==> src/rtci_pkg.sv <==
// Purpose: shared constants and types of the clock's two-wire target interface
// Assumes: 10 MHz system clock
// Notes: serial clock and data arrive asynchronously and are resynchronised
`default_nettype none
package rtci_pkg;
  localparam int unsigned CLK_HZ = 10000000;
  localparam logic [6:0] TARGET_ADDR = 7'h32;
  localparam logic [3:0] PTR_AFTER_STOP = 4'hF;
  localparam logic [3:0] FMT_WRITE = 4'h0;
  localparam logic [3:0] FMT_AUTO_READ = 4'h4;
  localparam logic [7:0] IDLE_READ_BYTE = 8'hFF;
  localparam logic [3:0] BITS_PER_BYTE = 4'h8;
  localparam int unsigned BUF_WIDTH = 12;
  localparam int unsigned TIMEOUT_MS = 500;
  localparam int unsigned TIMEOUT_CYCLES = (CLK_HZ / 1000) * TIMEOUT_MS;
  localparam int unsigned TIMEOUT_CNT_W = 32;

  typedef enum logic [2:0] {
    ST_IDLE,
    ST_ADDR,
    ST_PTR,
    ST_WDATA,
    ST_RDATA,
    ST_IGNORE
  } rtci_state_t;
endpackage
`default_nettype wire

==> src/rtc_i2c_slave_interface.sv <==
// Purpose: two-wire target interface giving a host access to 16 clock registers
// Assumes: serial clock well below clk/4; register read data valid same cycle
// Notes: data line is open drain; the serial clock is never held low
// Function
// RQ1: idle bus has both lines high and released by everyone.
// RQ2: data changes only while the serial clock is low.
// RQ3: data falling with clock high is a start; begin an access.
// RQ4: data rising with clock high is a stop; end the access.
// RQ5: only the master makes start and stop conditions.
// RQ6: data moves in eight-bit bytes, each acknowledged by the receiver.
// RQ7: acknowledge driven after eighth clock falls, released on ninth fall.
// RQ8: master reading withholds final acknowledge; device then releases data.
// RQ9: first byte is seven-bit address, MSB first, then read/write bit.
// RQ10: respond only to target address 0110010.
// RQ11: start without stop is a repeated start; address is resent.
// RQ12: second write byte holds 4-bit pointer and 4-bit format; capture both. Code keeps only the pointer; the format just picks the next state.
// RQ13: master writes with format 0000 only.
// RQ14: third write byte goes to pointed register; pointer then advances.
// RQ15: pointer F wraps to 0 on the next byte, reads and writes.
// RQ16: every stop loads the pointer with F.
// RQ17: standard read is pointer write, repeated start, read address.
// RQ18: format 4 starts transmitting right after the pointer byte acknowledge.
// RQ19: read address straight after start sends from the current pointer.
// RQ20: consecutive reads auto-increment with wrap, E F 0 1.
// RQ21: device only pulls data low or releases it.
// RQ22: access open past half a second ends as a stop, pointer F.
// RQ23: after timeout, writes are not acknowledged and reads give all ones.
// RQ24: master waits 61 us after a stop before a new start.
// RQ25: foreign address leaves data released until the next start.
// RQ26: send next byte after acknowledge; release after a missing one.
`default_nettype none
module rtc_i2c_slave_interface #(
  parameter int unsigned TIMEOUT_CYCLES = rtci_pkg::TIMEOUT_CYCLES
) (
  input wire logic clk,
  input wire logic srst,
  input wire logic sclIn,
  input wire logic sdaIn,
  output logic sdaOut,
  output logic sdaOe,
  output logic [3:0] rdAddr,
  input wire logic [7:0] rdData,
  output logic wrValid,
  output logic [3:0] wrAddr,
  output logic [7:0] wrData,
  input wire logic wrReady,
  output logic accessOpen
);
  typedef struct packed {
    rtci_pkg::rtci_state_t st;
    logic [3:0] bitCnt;
    logic inAck;
    logic [7:0] shReg;
    logic [7:0] txReg;
    logic txMode;
    logic ackNack;
    logic [3:0] ptr;
    logic sdaOe;
    logic sdaOut;
    logic accessOpen;
    logic timedOut;
    logic [rtci_pkg::TIMEOUT_CNT_W-1:0] toCnt;
    logic sclD;
    logic sdaD;
  } rtci_top_t;

  rtci_top_t q_r;
  rtci_top_t q_nxt;
  logic [1:0] pinSync;
  logic sclS;
  logic sdaS;
  logic sclRise;
  logic sclFall;
  logic startEv;
  logic stopEv;
  logic toHit;
  logic byteDone;
  logic pushValid;
  logic bufReady;
  logic [rtci_pkg::BUF_WIDTH-1:0] pushWord;

  rtci_sync2 #(
    .W(2)
  ) u_sync (
    .clk(clk),
    .srst(srst),
    .din({sclIn, sdaIn}),
    .dout(pinSync)
  );

  assign sclS = pinSync[1];
  assign sdaS = pinSync[0];
  assign sclRise = sclS & ~q_r.sclD;
  assign sclFall = ~sclS & q_r.sclD;
  // only the master makes these; the device just watches
  assign startEv = sclS & q_r.sclD & q_r.sdaD & ~sdaS; // RQ3 RQ5
  assign stopEv = sclS & q_r.sclD & ~q_r.sdaD & sdaS; // RQ4 RQ5
  assign toHit = q_r.accessOpen &&
    (q_r.toCnt == TIMEOUT_CYCLES - 1); // RQ22
  assign byteDone = sclFall & ~q_r.inAck & (q_r.bitCnt == rtci_pkg::BITS_PER_BYTE);

  always_comb begin
    logic [7:0] nextByte;
    nextByte = rtci_pkg::IDLE_READ_BYTE;
    q_nxt = q_r;
    pushValid = 1'b0;
    pushWord = {q_r.ptr, q_r.shReg};
    q_nxt.sclD = sclS;
    q_nxt.sdaD = sdaS;
    q_nxt.sdaOut = 1'b0; // RQ21
    if (sclRise) begin
      if (q_r.inAck) begin
        q_nxt.ackNack = sdaS;
      end else if (q_r.bitCnt < rtci_pkg::BITS_PER_BYTE) begin
        q_nxt.shReg = {q_r.shReg[6:0], sdaS}; // RQ9 RQ6
        q_nxt.bitCnt = q_r.bitCnt + 4'h1;
      end
    end
    if (sclFall) begin
      if (q_r.inAck) begin
        // ninth clock fell: release, or carry on as transmitter
        q_nxt.inAck = 1'b0;
        q_nxt.bitCnt = 4'h0;
        q_nxt.sdaOe = 1'b0; // RQ7
        if (q_r.st == rtci_pkg::ST_RDATA) begin
          if (q_r.txMode && q_r.ackNack) begin
            q_nxt.st = rtci_pkg::ST_IGNORE; // RQ8 RQ26
            q_nxt.txMode = 1'b0;
          end else begin
            nextByte = q_r.timedOut ? rtci_pkg::IDLE_READ_BYTE : rdData;
            q_nxt.txReg = nextByte;
            q_nxt.txMode = 1'b1;
            q_nxt.sdaOe = ~nextByte[7]; // RQ26 RQ19 RQ17
            q_nxt.ptr = q_r.ptr + 4'h1; // RQ20 RQ15
          end
        end
      end else if (q_r.bitCnt == rtci_pkg::BITS_PER_BYTE) begin
        q_nxt.inAck = 1'b1;
        if (q_r.txMode) begin
          q_nxt.sdaOe = 1'b0; // RQ7
        end else begin
          case (q_r.st)
            rtci_pkg::ST_ADDR: begin
              if (q_r.shReg[7:1] == rtci_pkg::TARGET_ADDR) begin
                q_nxt.sdaOe = 1'b1; // RQ10 RQ6
                q_nxt.st = q_r.shReg[0] ? rtci_pkg::ST_RDATA : rtci_pkg::ST_PTR; // RQ9
              end else begin
                q_nxt.st = rtci_pkg::ST_IGNORE; // RQ25
              end
            end
            rtci_pkg::ST_PTR: begin
              q_nxt.ptr = q_r.shReg[7:4]; // RQ12
              q_nxt.sdaOe = 1'b1;
              // any format other than auto-read is taken as a write
              if (q_r.shReg[3:0] == rtci_pkg::FMT_AUTO_READ) begin
                q_nxt.st = rtci_pkg::ST_RDATA; // RQ18
              end else begin
                q_nxt.st = rtci_pkg::ST_WDATA; // RQ13 RQ17
              end
            end
            rtci_pkg::ST_WDATA: begin
              // a full buffer cannot be stretched out, so the byte is refused
              if (bufReady) begin
                pushValid = 1'b1; // RQ14
                q_nxt.ptr = q_r.ptr + 4'h1; // RQ15
                q_nxt.sdaOe = 1'b1;
              end
            end
            default: begin
              q_nxt.sdaOe = 1'b0;
            end
          endcase
        end
      end else if (q_r.txMode) begin
        q_nxt.txReg = {q_r.txReg[6:0], 1'b1};
        q_nxt.sdaOe = ~q_r.txReg[6]; // RQ2
      end
    end
    if (q_r.accessOpen) begin
      q_nxt.toCnt = q_r.toCnt + 32'h1;
    end
    if (toHit) begin
      q_nxt.accessOpen = 1'b0; // RQ22
      q_nxt.ptr = rtci_pkg::PTR_AFTER_STOP;
      q_nxt.timedOut = 1'b1;
      q_nxt.st = rtci_pkg::ST_IGNORE; // RQ23
      q_nxt.sdaOe = 1'b0;
      q_nxt.txMode = 1'b0;
    end
    if (startEv) begin
      // repeated start keeps the access and its timeout running
      q_nxt.bitCnt = 4'h0;
      q_nxt.inAck = 1'b0;
      q_nxt.sdaOe = 1'b0;
      q_nxt.txMode = 1'b0;
      q_nxt.st = q_r.timedOut ? rtci_pkg::ST_IGNORE : rtci_pkg::ST_ADDR; // RQ3 RQ11 RQ23
      if (!q_r.accessOpen && !q_r.timedOut) begin
        q_nxt.accessOpen = 1'b1;
        q_nxt.toCnt = 32'h0;
      end
    end
    if (stopEv) begin
      q_nxt.st = rtci_pkg::ST_IDLE; // RQ4 RQ1
      q_nxt.ptr = rtci_pkg::PTR_AFTER_STOP; // RQ16
      q_nxt.accessOpen = 1'b0;
      q_nxt.timedOut = 1'b0;
      q_nxt.sdaOe = 1'b0;
      q_nxt.txMode = 1'b0;
      q_nxt.inAck = 1'b0;
    end
  end

  always_ff @(posedge clk) begin
    if (srst) begin
      q_r <= '0;
      q_r.st <= rtci_pkg::ST_IDLE;
      q_r.ptr <= rtci_pkg::PTR_AFTER_STOP;
      q_r.sclD <= 1'b1;
      q_r.sdaD <= 1'b1;
    end else begin
      q_r <= q_nxt;
    end
  end

  rtci_wbuf u_wbuf (
    .clk(clk),
    .srst(srst),
    .inValid(pushValid),
    .inData(pushWord),
    .inReady(bufReady),
    .outValid(wrValid),
    .outData({wrAddr, wrData}),
    .outReady(wrReady)
  );

  assign sdaOut = q_r.sdaOut;
  assign sdaOe = q_r.sdaOe;
  assign rdAddr = q_r.ptr;
  assign accessOpen = q_r.accessOpen;
endmodule
`default_nettype wire

==> src/rtci_sync2.sv <==
// Purpose: two-flop synchroniser for asynchronous pin levels
// Assumes: inputs are levels, not pulses
// Notes: only the second stage is visible outside
`default_nettype none
module rtci_sync2 #(
  parameter int unsigned W = 2
) (
  input wire logic clk,
  input wire logic srst,
  input wire logic [W-1:0] din,
  output logic [W-1:0] dout
);
  typedef struct packed {
    logic [W-1:0] s1;
    logic [W-1:0] s2;
  } rtci_sync_t;

  rtci_sync_t q_r;
  rtci_sync_t q_nxt;

  always_comb begin
    q_nxt.s1 = din;
    q_nxt.s2 = q_r.s1;
  end

  // idle bus is high on both wires
  always_ff @(posedge clk) begin
    if (srst) begin
      q_r <= '1;
    end else begin
      q_r <= q_nxt;
    end
  end

  assign dout = q_r.s2;
endmodule
`default_nettype wire

==> src/rtci_wbuf.sv <==
// Purpose: two-entry buffer between byte capture and the register write port
// Assumes: one push and one pop per cycle at most
// Notes: head entry and valid are flops so outputs are registered
`default_nettype none
module rtci_wbuf (
  input wire logic clk,
  input wire logic srst,
  input wire logic inValid,
  input wire logic [rtci_pkg::BUF_WIDTH-1:0] inData,
  output logic inReady,
  output logic outValid,
  output logic [rtci_pkg::BUF_WIDTH-1:0] outData,
  input wire logic outReady
);
  typedef struct packed {
    logic v0;
    logic v1;
    logic [rtci_pkg::BUF_WIDTH-1:0] d0;
    logic [rtci_pkg::BUF_WIDTH-1:0] d1;
  } rtci_buf_t;

  rtci_buf_t q_r;
  rtci_buf_t q_nxt;
  logic push;
  logic pop;

  always_comb begin
    q_nxt = q_r;
    push = inValid & ~q_r.v1;
    pop = q_r.v0 & outReady;
    if (pop) begin
      if (q_r.v1) begin
        q_nxt.d0 = q_r.d1;
        q_nxt.v1 = 1'b0;
      end else if (push) begin
        q_nxt.d0 = inData;
      end else begin
        q_nxt.v0 = 1'b0;
      end
    end else if (push) begin
      if (!q_r.v0) begin
        q_nxt.d0 = inData;
        q_nxt.v0 = 1'b1;
      end else begin
        q_nxt.d1 = inData;
        q_nxt.v1 = 1'b1;
      end
    end
  end

  always_ff @(posedge clk) begin
    if (srst) begin
      q_r <= '0;
    end else begin
      q_r <= q_nxt;
    end
  end

  assign inReady = ~q_r.v1;
  assign outValid = q_r.v0;
  assign outData = q_r.d0;
endmodule
`default_nettype wire

==> config.mk <==
export PLATFORM = sky130hd
export DESIGN_NAME = rtc_i2c_slave_interface
export DESIGN_NICKNAME = d
export VERILOG_FILES = /design/src/rtci_pkg.sv /design/src/rtc_i2c_slave_interface.sv /design/src/rtci_sync2.sv /design/src/rtci_wbuf.sv
export SDC_FILE = /design/constraint.sdc
export NUM_CORES = 1
export LEC_CHECK = 0
export ABC_AREA = 1
export ABC_CLOCK_PERIOD_IN_PS = 2500
export BUFFER_PORTS_ARGS = -buffer_cell sky130_fd_sc_hd__buf_2
export CORE_MARGIN = 5
export CORE_UTILIZATION = 45
export DETAILED_ROUTE_END_ITERATION = 10
export MAX_ROUTING_LAYER = met4
export PLACE_DENSITY_LB_ADDON = 0.15
export SLEW_MARGIN = 20
export SYNTH_ARGS = -nofsm -noshare
export SYNTH_HDL_FRONTEND = slang
export SYNTH_SLANG_ARGS = --single-unit
==> constraint.sdc <==
create_clock -name clk -period 2.5 [get_ports clk]
set_clock_uncertainty 0.15 [all_clocks]
set_input_delay 0.25 -clock clk [delete_from_list [all_inputs] [get_ports clk]]
set_output_delay 0.25 -clock clk [all_outputs]
set_load 0.005 [all_outputs]
=== Word level (Yosys, flattened, before mapping) ===
Index checks and enable logic that the tools add are counted.

* Register bits after elaboration: 98
* ROM bits: 0
* Bits of input ports: 13
* Logic and storage cells: 154
* Memories: 0
* Bits in latches: 0
* RAM bits: 0

* $lt $le $gt $ge: 1
* Add/subtract/negate cells: 3
* Div/mod/pow operators: 0
* Multiplexer cells: 59
* $mul: 0
* Shifts and indexed selects: 0
* Reductions and logical operators: 31
* Bitwise operators: 18
* Eq/ne operators: 21

{| class="wikitable"
|+ Operators with widths
! operator !! count
|-
| $mux 32 || 3
|-
| $mux 8 || 7
|-
| $mux 12 || 4
|-
| $add 32x1->32 const B || 1
|-
| $eq 32x23->1 const B || 1
|-
| $mux 3 || 10
|-
| $mux 26 || 1
|-
| $mux 4 || 6
|-
| $mux 5 || 4
|-
| $mux 1 || 18
|-
| $reduce_and 3->1 || 5
|-
| $mux 14 || 1
|-
| $ne 4x1->1 const B || 3
|-
| $ne 2x2->1 const B || 5
|-
| $and 1x1->1 || 9
|-
| $mux 9 || 1
|-
| $not 1->1 || 9
|-
| $reduce_bool 3->1 || 3
|-
| $add 4x1->4 const B || 2
|-
| $ne 4x4->1 const B || 2
|-
| $pmux 4 s2 || 1
|-
| $reduce_bool 2->1 || 4
|-
| $eq 7x6->1 const B || 1
|-
| $reduce_and 7->1 || 1
|-
| 22 further kinds || 31
|}

=== Logic depth before layout (Yosys ltp) ===
Gate-level depths: netlist of run 1.

* Word-level depth: 10
* Gate-level depth with buffers: 13
* Mapped depth without buffers: 12

=== Modules after synthesis ===
A second synthesis of run 1 with hierarchy kept.

* Cells, all modules: 831
* Area total of the unflattened synthesis: 5303.8 um^2

{| class="wikitable"
|+ Modules (own cells, without submodules)
! module !! area each (um^2) !! cells each !! instances
|-
| rtc_i2c_slave_interface || 3622.2 || 572 || 1
|-
| rtci_wbuf || 1565.3 || 246 || 1
|-
| rtci_sync2 || 116.4 || 13 || 1
|}

=== Worst setup path after synthesis of run 1 ===
Ideal clock, no wire load.

* Path kind: register to register
* Start point: register q_r[2] in the netlist's numbering
* End point: register q_r[20] in the netlist's numbering
* Required time: 2233 ps
* Setup time: 117 ps
* Buffers on the path: 0
* Arrival: 1522 ps
* Cell stages (with the launch flop): 11
* Slack: 710 ps
* Clock period less this slack: 1790 ps
* Cell sequence: dfxtp_1 -> ha_1 -> nand2_1 -> nor2_2 -> nand2_1 -> nor2_2 -> nand2_1 -> nor2_2 -> nand2_1 -> xor2_1 -> nor2_1

* Cells in the longest elaborated chain, start to end: 4

{| class="wikitable"
|+ RTL lines
! item !! RTL line !! text
|-
| start, declared || rtc_i2c_slave_interface.sv:67 || <nowiki>rtci_top_t q_r;</nowiki>
|-
| start signal, assigned || rtc_i2c_slave_interface.sv:221 || <nowiki>q_r <= q_nxt;</nowiki>
|-
| $add 32x1->32 * || rtc_i2c_slave_interface.sv:180 || <nowiki>q_nxt.toCnt = q_r.toCnt + 32'h1;</nowiki>
|-
| $mux 32 * || rtc_i2c_slave_interface.sv:179 || <nowiki>if (q_r.accessOpen) begin</nowiki>
|-
| $mux 32 || rtc_i2c_slave_interface.sv:197 || <nowiki>if (!q_r.accessOpen && !q_r.timedOut) begin</nowiki>
|-
| $mux 32 * || rtc_i2c_slave_interface.sv:190 || <nowiki>if (startEv) begin</nowiki>
|}

Every way passes the cells marked *; elsewhere a longest branch is shown, timed or not.
A chain may end at the register's enable or synchronous reset.

=== Final worst setup path of run 1 ===
* Start point: register q_r[61] in the netlist's numbering
* End point: register u_wbuf.q_r (netlist bit u_wbuf.outData[1])

* Cells in the longest elaborated chain, start to end: 7

{| class="wikitable"
|+ RTL lines
! item !! RTL line !! text
|-
| $eq 4x4->1 * || rtc_i2c_slave_interface.sv:137 || <nowiki>end else if (q_r.bitCnt == rtci_pkg::BITS_PER_BYTE) begin</nowiki>
|-
| $mux 1 * || rtc_i2c_slave_interface.sv:137 ||
|-
| $mux 1 * || rtc_i2c_slave_interface.sv:120 || <nowiki>if (q_r.inAck) begin</nowiki>
|-
| $mux 1 * || rtc_i2c_slave_interface.sv:119 || <nowiki>if (sclFall) begin</nowiki>
|-
| $and 1x1->1 * || rtci_wbuf.sv:29 || <nowiki>push = inValid & ~q_r.v1;</nowiki>
|-
| $reduce_bool 2->1 (no line) || n/a ||
|-
| $reduce_and 3->1 (no line) * || n/a ||
|-
| end signal, assigned || rtci_wbuf.sv:55 || <nowiki>q_r <= q_nxt;</nowiki>
|-
| end, declared || rtci_wbuf.sv:22 || <nowiki>rtci_buf_t q_r;</nowiki>
|}

Marked as above.

==> results.json, run 1 <==
{
  "syn-cell-area_um2": 5180,
  "cpPeakStageDelay_ns": 0.34,
  "worst_setup_path_end_kind": "flop",
  "cts_made_buffers": 9,
  "grt_max_degree": 46,
  "finalSetupTns_ns": 0,
  "fin_util": 0.496,
  "cp_max_fo": 12,
  "syn_inst": 795,
  "p_sw_mw": 0.713,
  "post-route-min-period_ns": 2.06,
  "dieHeight_um": 117,
  "cts_resized": 0,
  "max_freq_mhz": 485,
  "clock_sinks": 96,
  "period_share": 0.825,
  "antenna_cells": 0,
  "clock_latency_ns": 0.35,
  "hold_buffers": 2,
  "synthDistinctLibCells": 41,
  "clock_power_share": 0.440,
  "via_count": 4719,
  "power_leakage_nw": 2.41,
  "ys_ff_latch": 96,
  "ant_nets": 0,
  "powerDensity_nw_per_um2": 534,
  "path_class": "flop to flop",
  "hold-path-cell-count": 2,
  "r2r_cells": 10,
  "core-area_um2": 11400,
  "drt_iter0_markers": 273,
  "synth_top_flop_cell": "dfxtp_1",
  "holdWs_ns": 0.0156,
  "crit_family": "simple AND/OR/NAND/NOR gates",
  "pwr-share-seq": 0.519,
  "dp_hpwl_um": 8710,
  "antenna_found_initial": 0,
  "place_ws_ns": 0.466,
  "arrival_ns": 2.20,
  "r2r_slack_ns": 0.44,
  "peakVddDrop_mv": 0.394,
  "crit_required_ns": 2.64,
  "grt_pass1_wl_um": 20200,
  "hold_end": "q_r[44]",
  "routed_wl_um": 11900,
  "synth_async_sr_flop_share": 0,
  "rr_startpoint": "q_r[61]",
  "via_per_inst": 4.93,
  "area_growth_pct": 8.89,
  "io_pins": 33,
  "finalWeightedCongestion": 0.904,
  "h-tree-depth": 3,
  "cts_setup_buffers": 0,
  "grt_usage": 0.188,
  "avgSynthCellArea_um2": 6.51,
  "combPwrFrac": 0.041,
  "wl_per_cell_um": 12.4,
  "final_layout_size_suffix_gt1_frac": 0.102,
  "design_area_um2": 5640,
  "cts_tree": "done",
  "crit_chain": "inv_1 > ha_1 > nand2_1 > nor2_2 > nand2_1 > inv_1 > nand3_1 > a21boi_0 > nor2_1 > nor2_1",
  "numPortBuffers": 31,
  "drc": 0,
  "startpoint_type": "flop",
  "rsz0062_at_grt": "false",
  "die_x_um": 117,
  "relSlewSlack": 0.593,
  "min-delay-start": "srst",
  "synth_nets": 812,
  "cts-root-buf": "clkbuf_16",
  "run_status": "finished clean",
  "max_cap_violations": 0,
  "slowest_stage": "nand3_1",
  "yosysSeqAreaShare": 0.371,
  "swShare": 0.237,
  "grt_pass1_vias": 4354,
  "timing.final.ws_setup_ns": 0.439,
  "path_buf_inv": 2,
  "final_cell_mix": "202 x nand2_1, 155 x nor2_1, 96 x dfxtp_1",
  "hp-class": "input pin to flop",
  "finalNetCount": 827,
  "worst-path-stages": 10,
  "path_clk_slew_ns": 0.07,
  "mostFrequentLayoutCell": "nand2_1",
  "finalSetupViolCount": 0,
  "rows": 39,
  "post_dp_cell_area_um2": 5340,
  "final_max_slew_viol_count": 0,
  "cts.path.max_buffers": 2,
  "reg2reg_to": "u_wbuf.outData[1]",
  "grt_overflow": 0,
  "yosys_warnings": 0,
  "start_util": 0.455,
  "synth_edf_count": 0,
  "drtPass1Iterations": 5,
  "finalHoldViolCount": 0,
  "worst_pin_slew_ns": 0.606,
  "internal-power_mw": 2.30,
  "die_area_um2": 13800
}
-- flip-flops by register name (all words and copies together) (netlist names) --
register and flops:
accessOpen 1, pushWord 8, q_r 52, rdAddr 4, sdaOe 1, u_sync.dout 2
u_sync.q_nxt 2, u_wbuf.outData 12, u_wbuf.outValid 1, u_wbuf.q_r 13
-- how the worst max path moves through the flow --
stage,to,slack (ns),start
after global placement,q_r[20],0.54,q_r[2]
after floorplan,q_r[20],0.71,q_r[2]
after detailed placement,q_r[20],0.47,q_r[2]
after CTS,q_r[20],0.45,q_r[2]
final,u_wbuf.outData[1],0.44,q_r[61]
after global routing,u_wbuf.outData[0],0.22,q_r[61]
-- stage by stage --
stage	std cells	total power, mW
3_3_place_gp	940	1.72
2_1_floorplan	795	1.68
3_5_place_dp	940	1.72
6_report	958	3.01
5_1_grt	958	3.11
4_1_cts	958	3.05
-- cell families after synthesis --
logic type / synth area share
and+or+nand+nor: 0.375
xor gates and xnor gates: 0.0304
buffers and inverters: 0.103
adders and majority gates: 0.00967
DFF: 0.371
other: 0.000724
AOI/OAI and AO/OA: 0.109
-- power by group through the flow --
stage               Clock [mW]  Combinational, mW  Sequential (mW)
floorplan                    0             0.0901             1.59
global placement             0              0.120             1.60
detailed placement           0              0.122             1.60
CTS                       1.36              0.125             1.56
global route              1.41              0.141             1.56
finish                    1.32              0.124             1.56
-- cells in the mapped netlist (all sizes together) (9+ instances only) --
cell / count / area share
nand2: 213 / 0.16
clkbuf: 9 / 0.0065
a21oi: 31 / 0.030
nor2: 164 / 0.13
inv: 81 / 0.059
buf: 26 / 0.037
xor2: 14 / 0.024
nor3: 14 / 0.014
nand3: 48 / 0.046
o21ai: 45 / 0.046
dfxtp: 96 / 0.37
nand4: 9 / 0.011
-- per-layer routing --
metal  vias to the layer above  GRT usage  share of wire
met4                         0     0.0566          0.015
met5                         -          -              0
met1                      2092      0.265           0.53
li1                       2524          -              -
met2                        86      0.275           0.41
met3                        17     0.0339          0.044
-- area by class of cell --
type                    instances  area, µm²
multi-input cells             581       2720
clock inverters                 5       38.8
well taps                     143        179
clock buffers                  11        243
inverters                      83        312
repair buffers                 39        220
flip-flops and latches         96       1920
fillers                      1193       5730
No activity file was read; power rests on OpenSTA's default activity.
==> run 2, diff against run 1 <==
--- a/config.mk
+++ b/config.mk
@@ -6,7 +6,7 @@
 export NUM_CORES = 1
 export LEC_CHECK = 0
 export ABC_AREA = 1
-export ABC_CLOCK_PERIOD_IN_PS = 2500
+export ABC_CLOCK_PERIOD_IN_PS = 1700
 export BUFFER_PORTS_ARGS = -buffer_cell sky130_fd_sc_hd__buf_2
 export CORE_MARGIN = 5
 export CORE_UTILIZATION = 45
==> constraint.sdc (replaced) <==
create_clock -name clk -period 1.7 [get_ports clk]
set_clock_uncertainty 0.15 [all_clocks]
set_input_delay 0.17 -clock clk [delete_from_list [all_inputs] [get_ports clk]]
set_output_delay 0.17 -clock clk [all_outputs]
set_load 0.005 [all_outputs]
==> run 2 against run 1 <==
Against the previous run:
- the run now ends with negative setup slack left
- setup slack worse by 0.52 ns
- highest routed layer unchanged
- clock-buffer cell count down 1
- final cell count grew 7.5%
==> results.json, run 2 (synthesized netlist as in run 1, its figures left out) <==
{
  "run_status": "complete, but fails checks",
  "violations": "negative setup slack",
  "io_pins": 33,
  "dieHeight_um": 117,
  "fin_util": 0.581,
  "via_per_inst": 4.97,
  "rsz0062_at_grt": "true",
  "p_sw_mw": 1.08,
  "wl_per_cell_um": 13.0,
  "grt_pass1_vias": 4468,
  "area_growth_pct": 27.7,
  "peakVddDrop_mv": 0.601,
  "crit_required_ns": 1.80,
  "drc": 0,
  "max_cap_violations": 0,
  "multi_input_area_um2": 3020,
  "instances_no_fill": 1030,
  "final_layout_size_suffix_gt1_frac": 0.264,
  "grt_usage": 0.196,
  "start_util": 0.455,
  "finalNetCount": 899,
  "finalWeightedCongestion": 0.902,
  "combPwrFrac": 0.062,
  "final_cell_mix": "189 x nand2_1, 134 x nor2_1, 78 x dfxtp_1",
  "pwr-share-seq": 0.509,
  "path_clk_slew_ns": 0.07,
  "final_max_slew_viol_count": 0,
  "grt_overflow": 0,
  "die_x_um": 117,
  "cts-root-buf": "clkbuf_16",
  "mostFrequentLayoutCell": "nand2_1",
  "dp_hpwl_um": 9220,
  "ant_nets": 0,
  "timing.final.ws_setup_ns": -0.0788,
  "period_share": 1.05,
  "drt_iter0_markers": 311,
  "finalSetupViolCount": 14,
  "antenna_cells": 0,
  "largest_reg_flops": 52,
  "finalHoldViolCount": 0,
  "internal-power_mw": 3.43,
  "die_area_um2": 13800,
  "power_leakage_nw": 2.84,
  "powerDensity_nw_per_um2": 682,
  "arrival_ns": 1.88,
  "holdWs_ns": 0.0394,
  "startpoint_type": "flop",
  "swShare": 0.239,
  "clock_latency_ns": 0.35,
  "grt_max_degree": 35,
  "clock_power_share": 0.429,
  "regMostFlops": "q_r",
  "cts_made_buffers": 9,
  "grt_pass1_wl_um": 21000,
  "routed_wl_um": 13400,
  "clock_sinks": 96,
  "register_area_um2": 1950,
  "drtPass1Iterations": 6,
  "core-area_um2": 11400,
  "dp.cells": 996,
  "path_class": "flop to flop",
  "post-route-min-period_ns": 1.78,
  "rows": 39,
  "hp-class": "input pin to flop",
  "via_count": 5123,
  "worst_setup_path_end_kind": "flop",
  "cp_max_fo": 7,
  "antenna_found_initial": 0,
  "fillers": 1060,
  "place_ws_ns": -0.0473,
  "max_freq_mhz": 562,
  "cts.path.max_buffers": 2,
  "h-tree-depth": 3,
  "cts_tree": "done",
  "numPortBuffers": 31
}
==> run 2: cell type report <==
| class | count | share of cell area |
|---|---|---|
| clock buffer | 10 | 0.0362 |
| clock inverter | 6 | 0.00663 |
| inverter | 83 | 0.0477 |
| multi-input combinational | 582 | 0.457 |
| sequential | 96 | 0.295 |
| tap | 143 | 0.0271 |
| timing repair buffer | 109 | 0.129 |
| timing repair inverter | 1 | 0.000757 |
==> run 2: what timing repair did <==
item,CTS,global route
buffers inserted,1,5
hold endpoints to repair,6,0
gates resized for setup,7,88
cloned,0,5
endpoints found under the setup margin,21,80
hold buffers,7,0
pin swaps,2,23
==> run 2: path summary, 6_finish.rpt <==
| kind | endpoint | cells after the start | from | slack (ns) |
|---|---|---|---|---|
| max | u_wbuf.outData[4] | 12 | q_r[61] | -0.08 |
| min reg2reg | u_sync.dout[0] | 1 | u_sync.q_nxt[0] | 0.26 |
| min | q_r[46] | 4 | rdData[2] | 0.04 |
| max reg2reg | u_wbuf.outData[4] | 12 | q_r[61] | -0.08 |
==> run 2: routing by layer <==
| metal | global-route usage | routed length, µm | vias to the layer above |
|---|---|---|---|
| met5 | - | 0 | - |
| met4 | 0.0665 | 180 | 0 |
| met3 | 0.0319 | 711 | 9 |
| met2 | 0.282 | 5920 | 120 |
| met1 | 0.278 | 6620 | 2318 |
| li1 | - | - | 2676 |
==> run 2: metrics by stage <==
stage                TNS, ns  cell area [µm²]  power, mW
floorplan            -0.0144             5230       2.47
global placement     -0.0198             5830       2.56
detailed placement    -0.381             5830       2.56
CTS                 -0.00443             6230       4.52
global route           -4.04             6610       4.69
finish                -0.665             6610       4.51
==> run 2: power by group through the flow <==
stage	logic (mW)	registers, mW	clock network (mW)
3_5_place_dp	0.217	2.35	0
2_1_floorplan	0.136	2.34	0
3_3_place_gp	0.214	2.35	0
6_report	0.278	2.29	1.93
5_1_grt	0.306	2.30	2.09
4_1_cts	0.232	2.29	1.99
==> run 2: critical path: stages, from the launching register on <==
cell	delay [ns]
dfxtp_2	0.32
inv_2	0.07
ha_4	0.14
nand2_4	0.04
nor2_4	0.15
inv_1	0.05
nor2_1	0.12
nand2_2	0.10
o21ai_4	0.13
buf_6	0.18
nand3_2	0.06
nor2_2	0.11
nor2_2	0.05
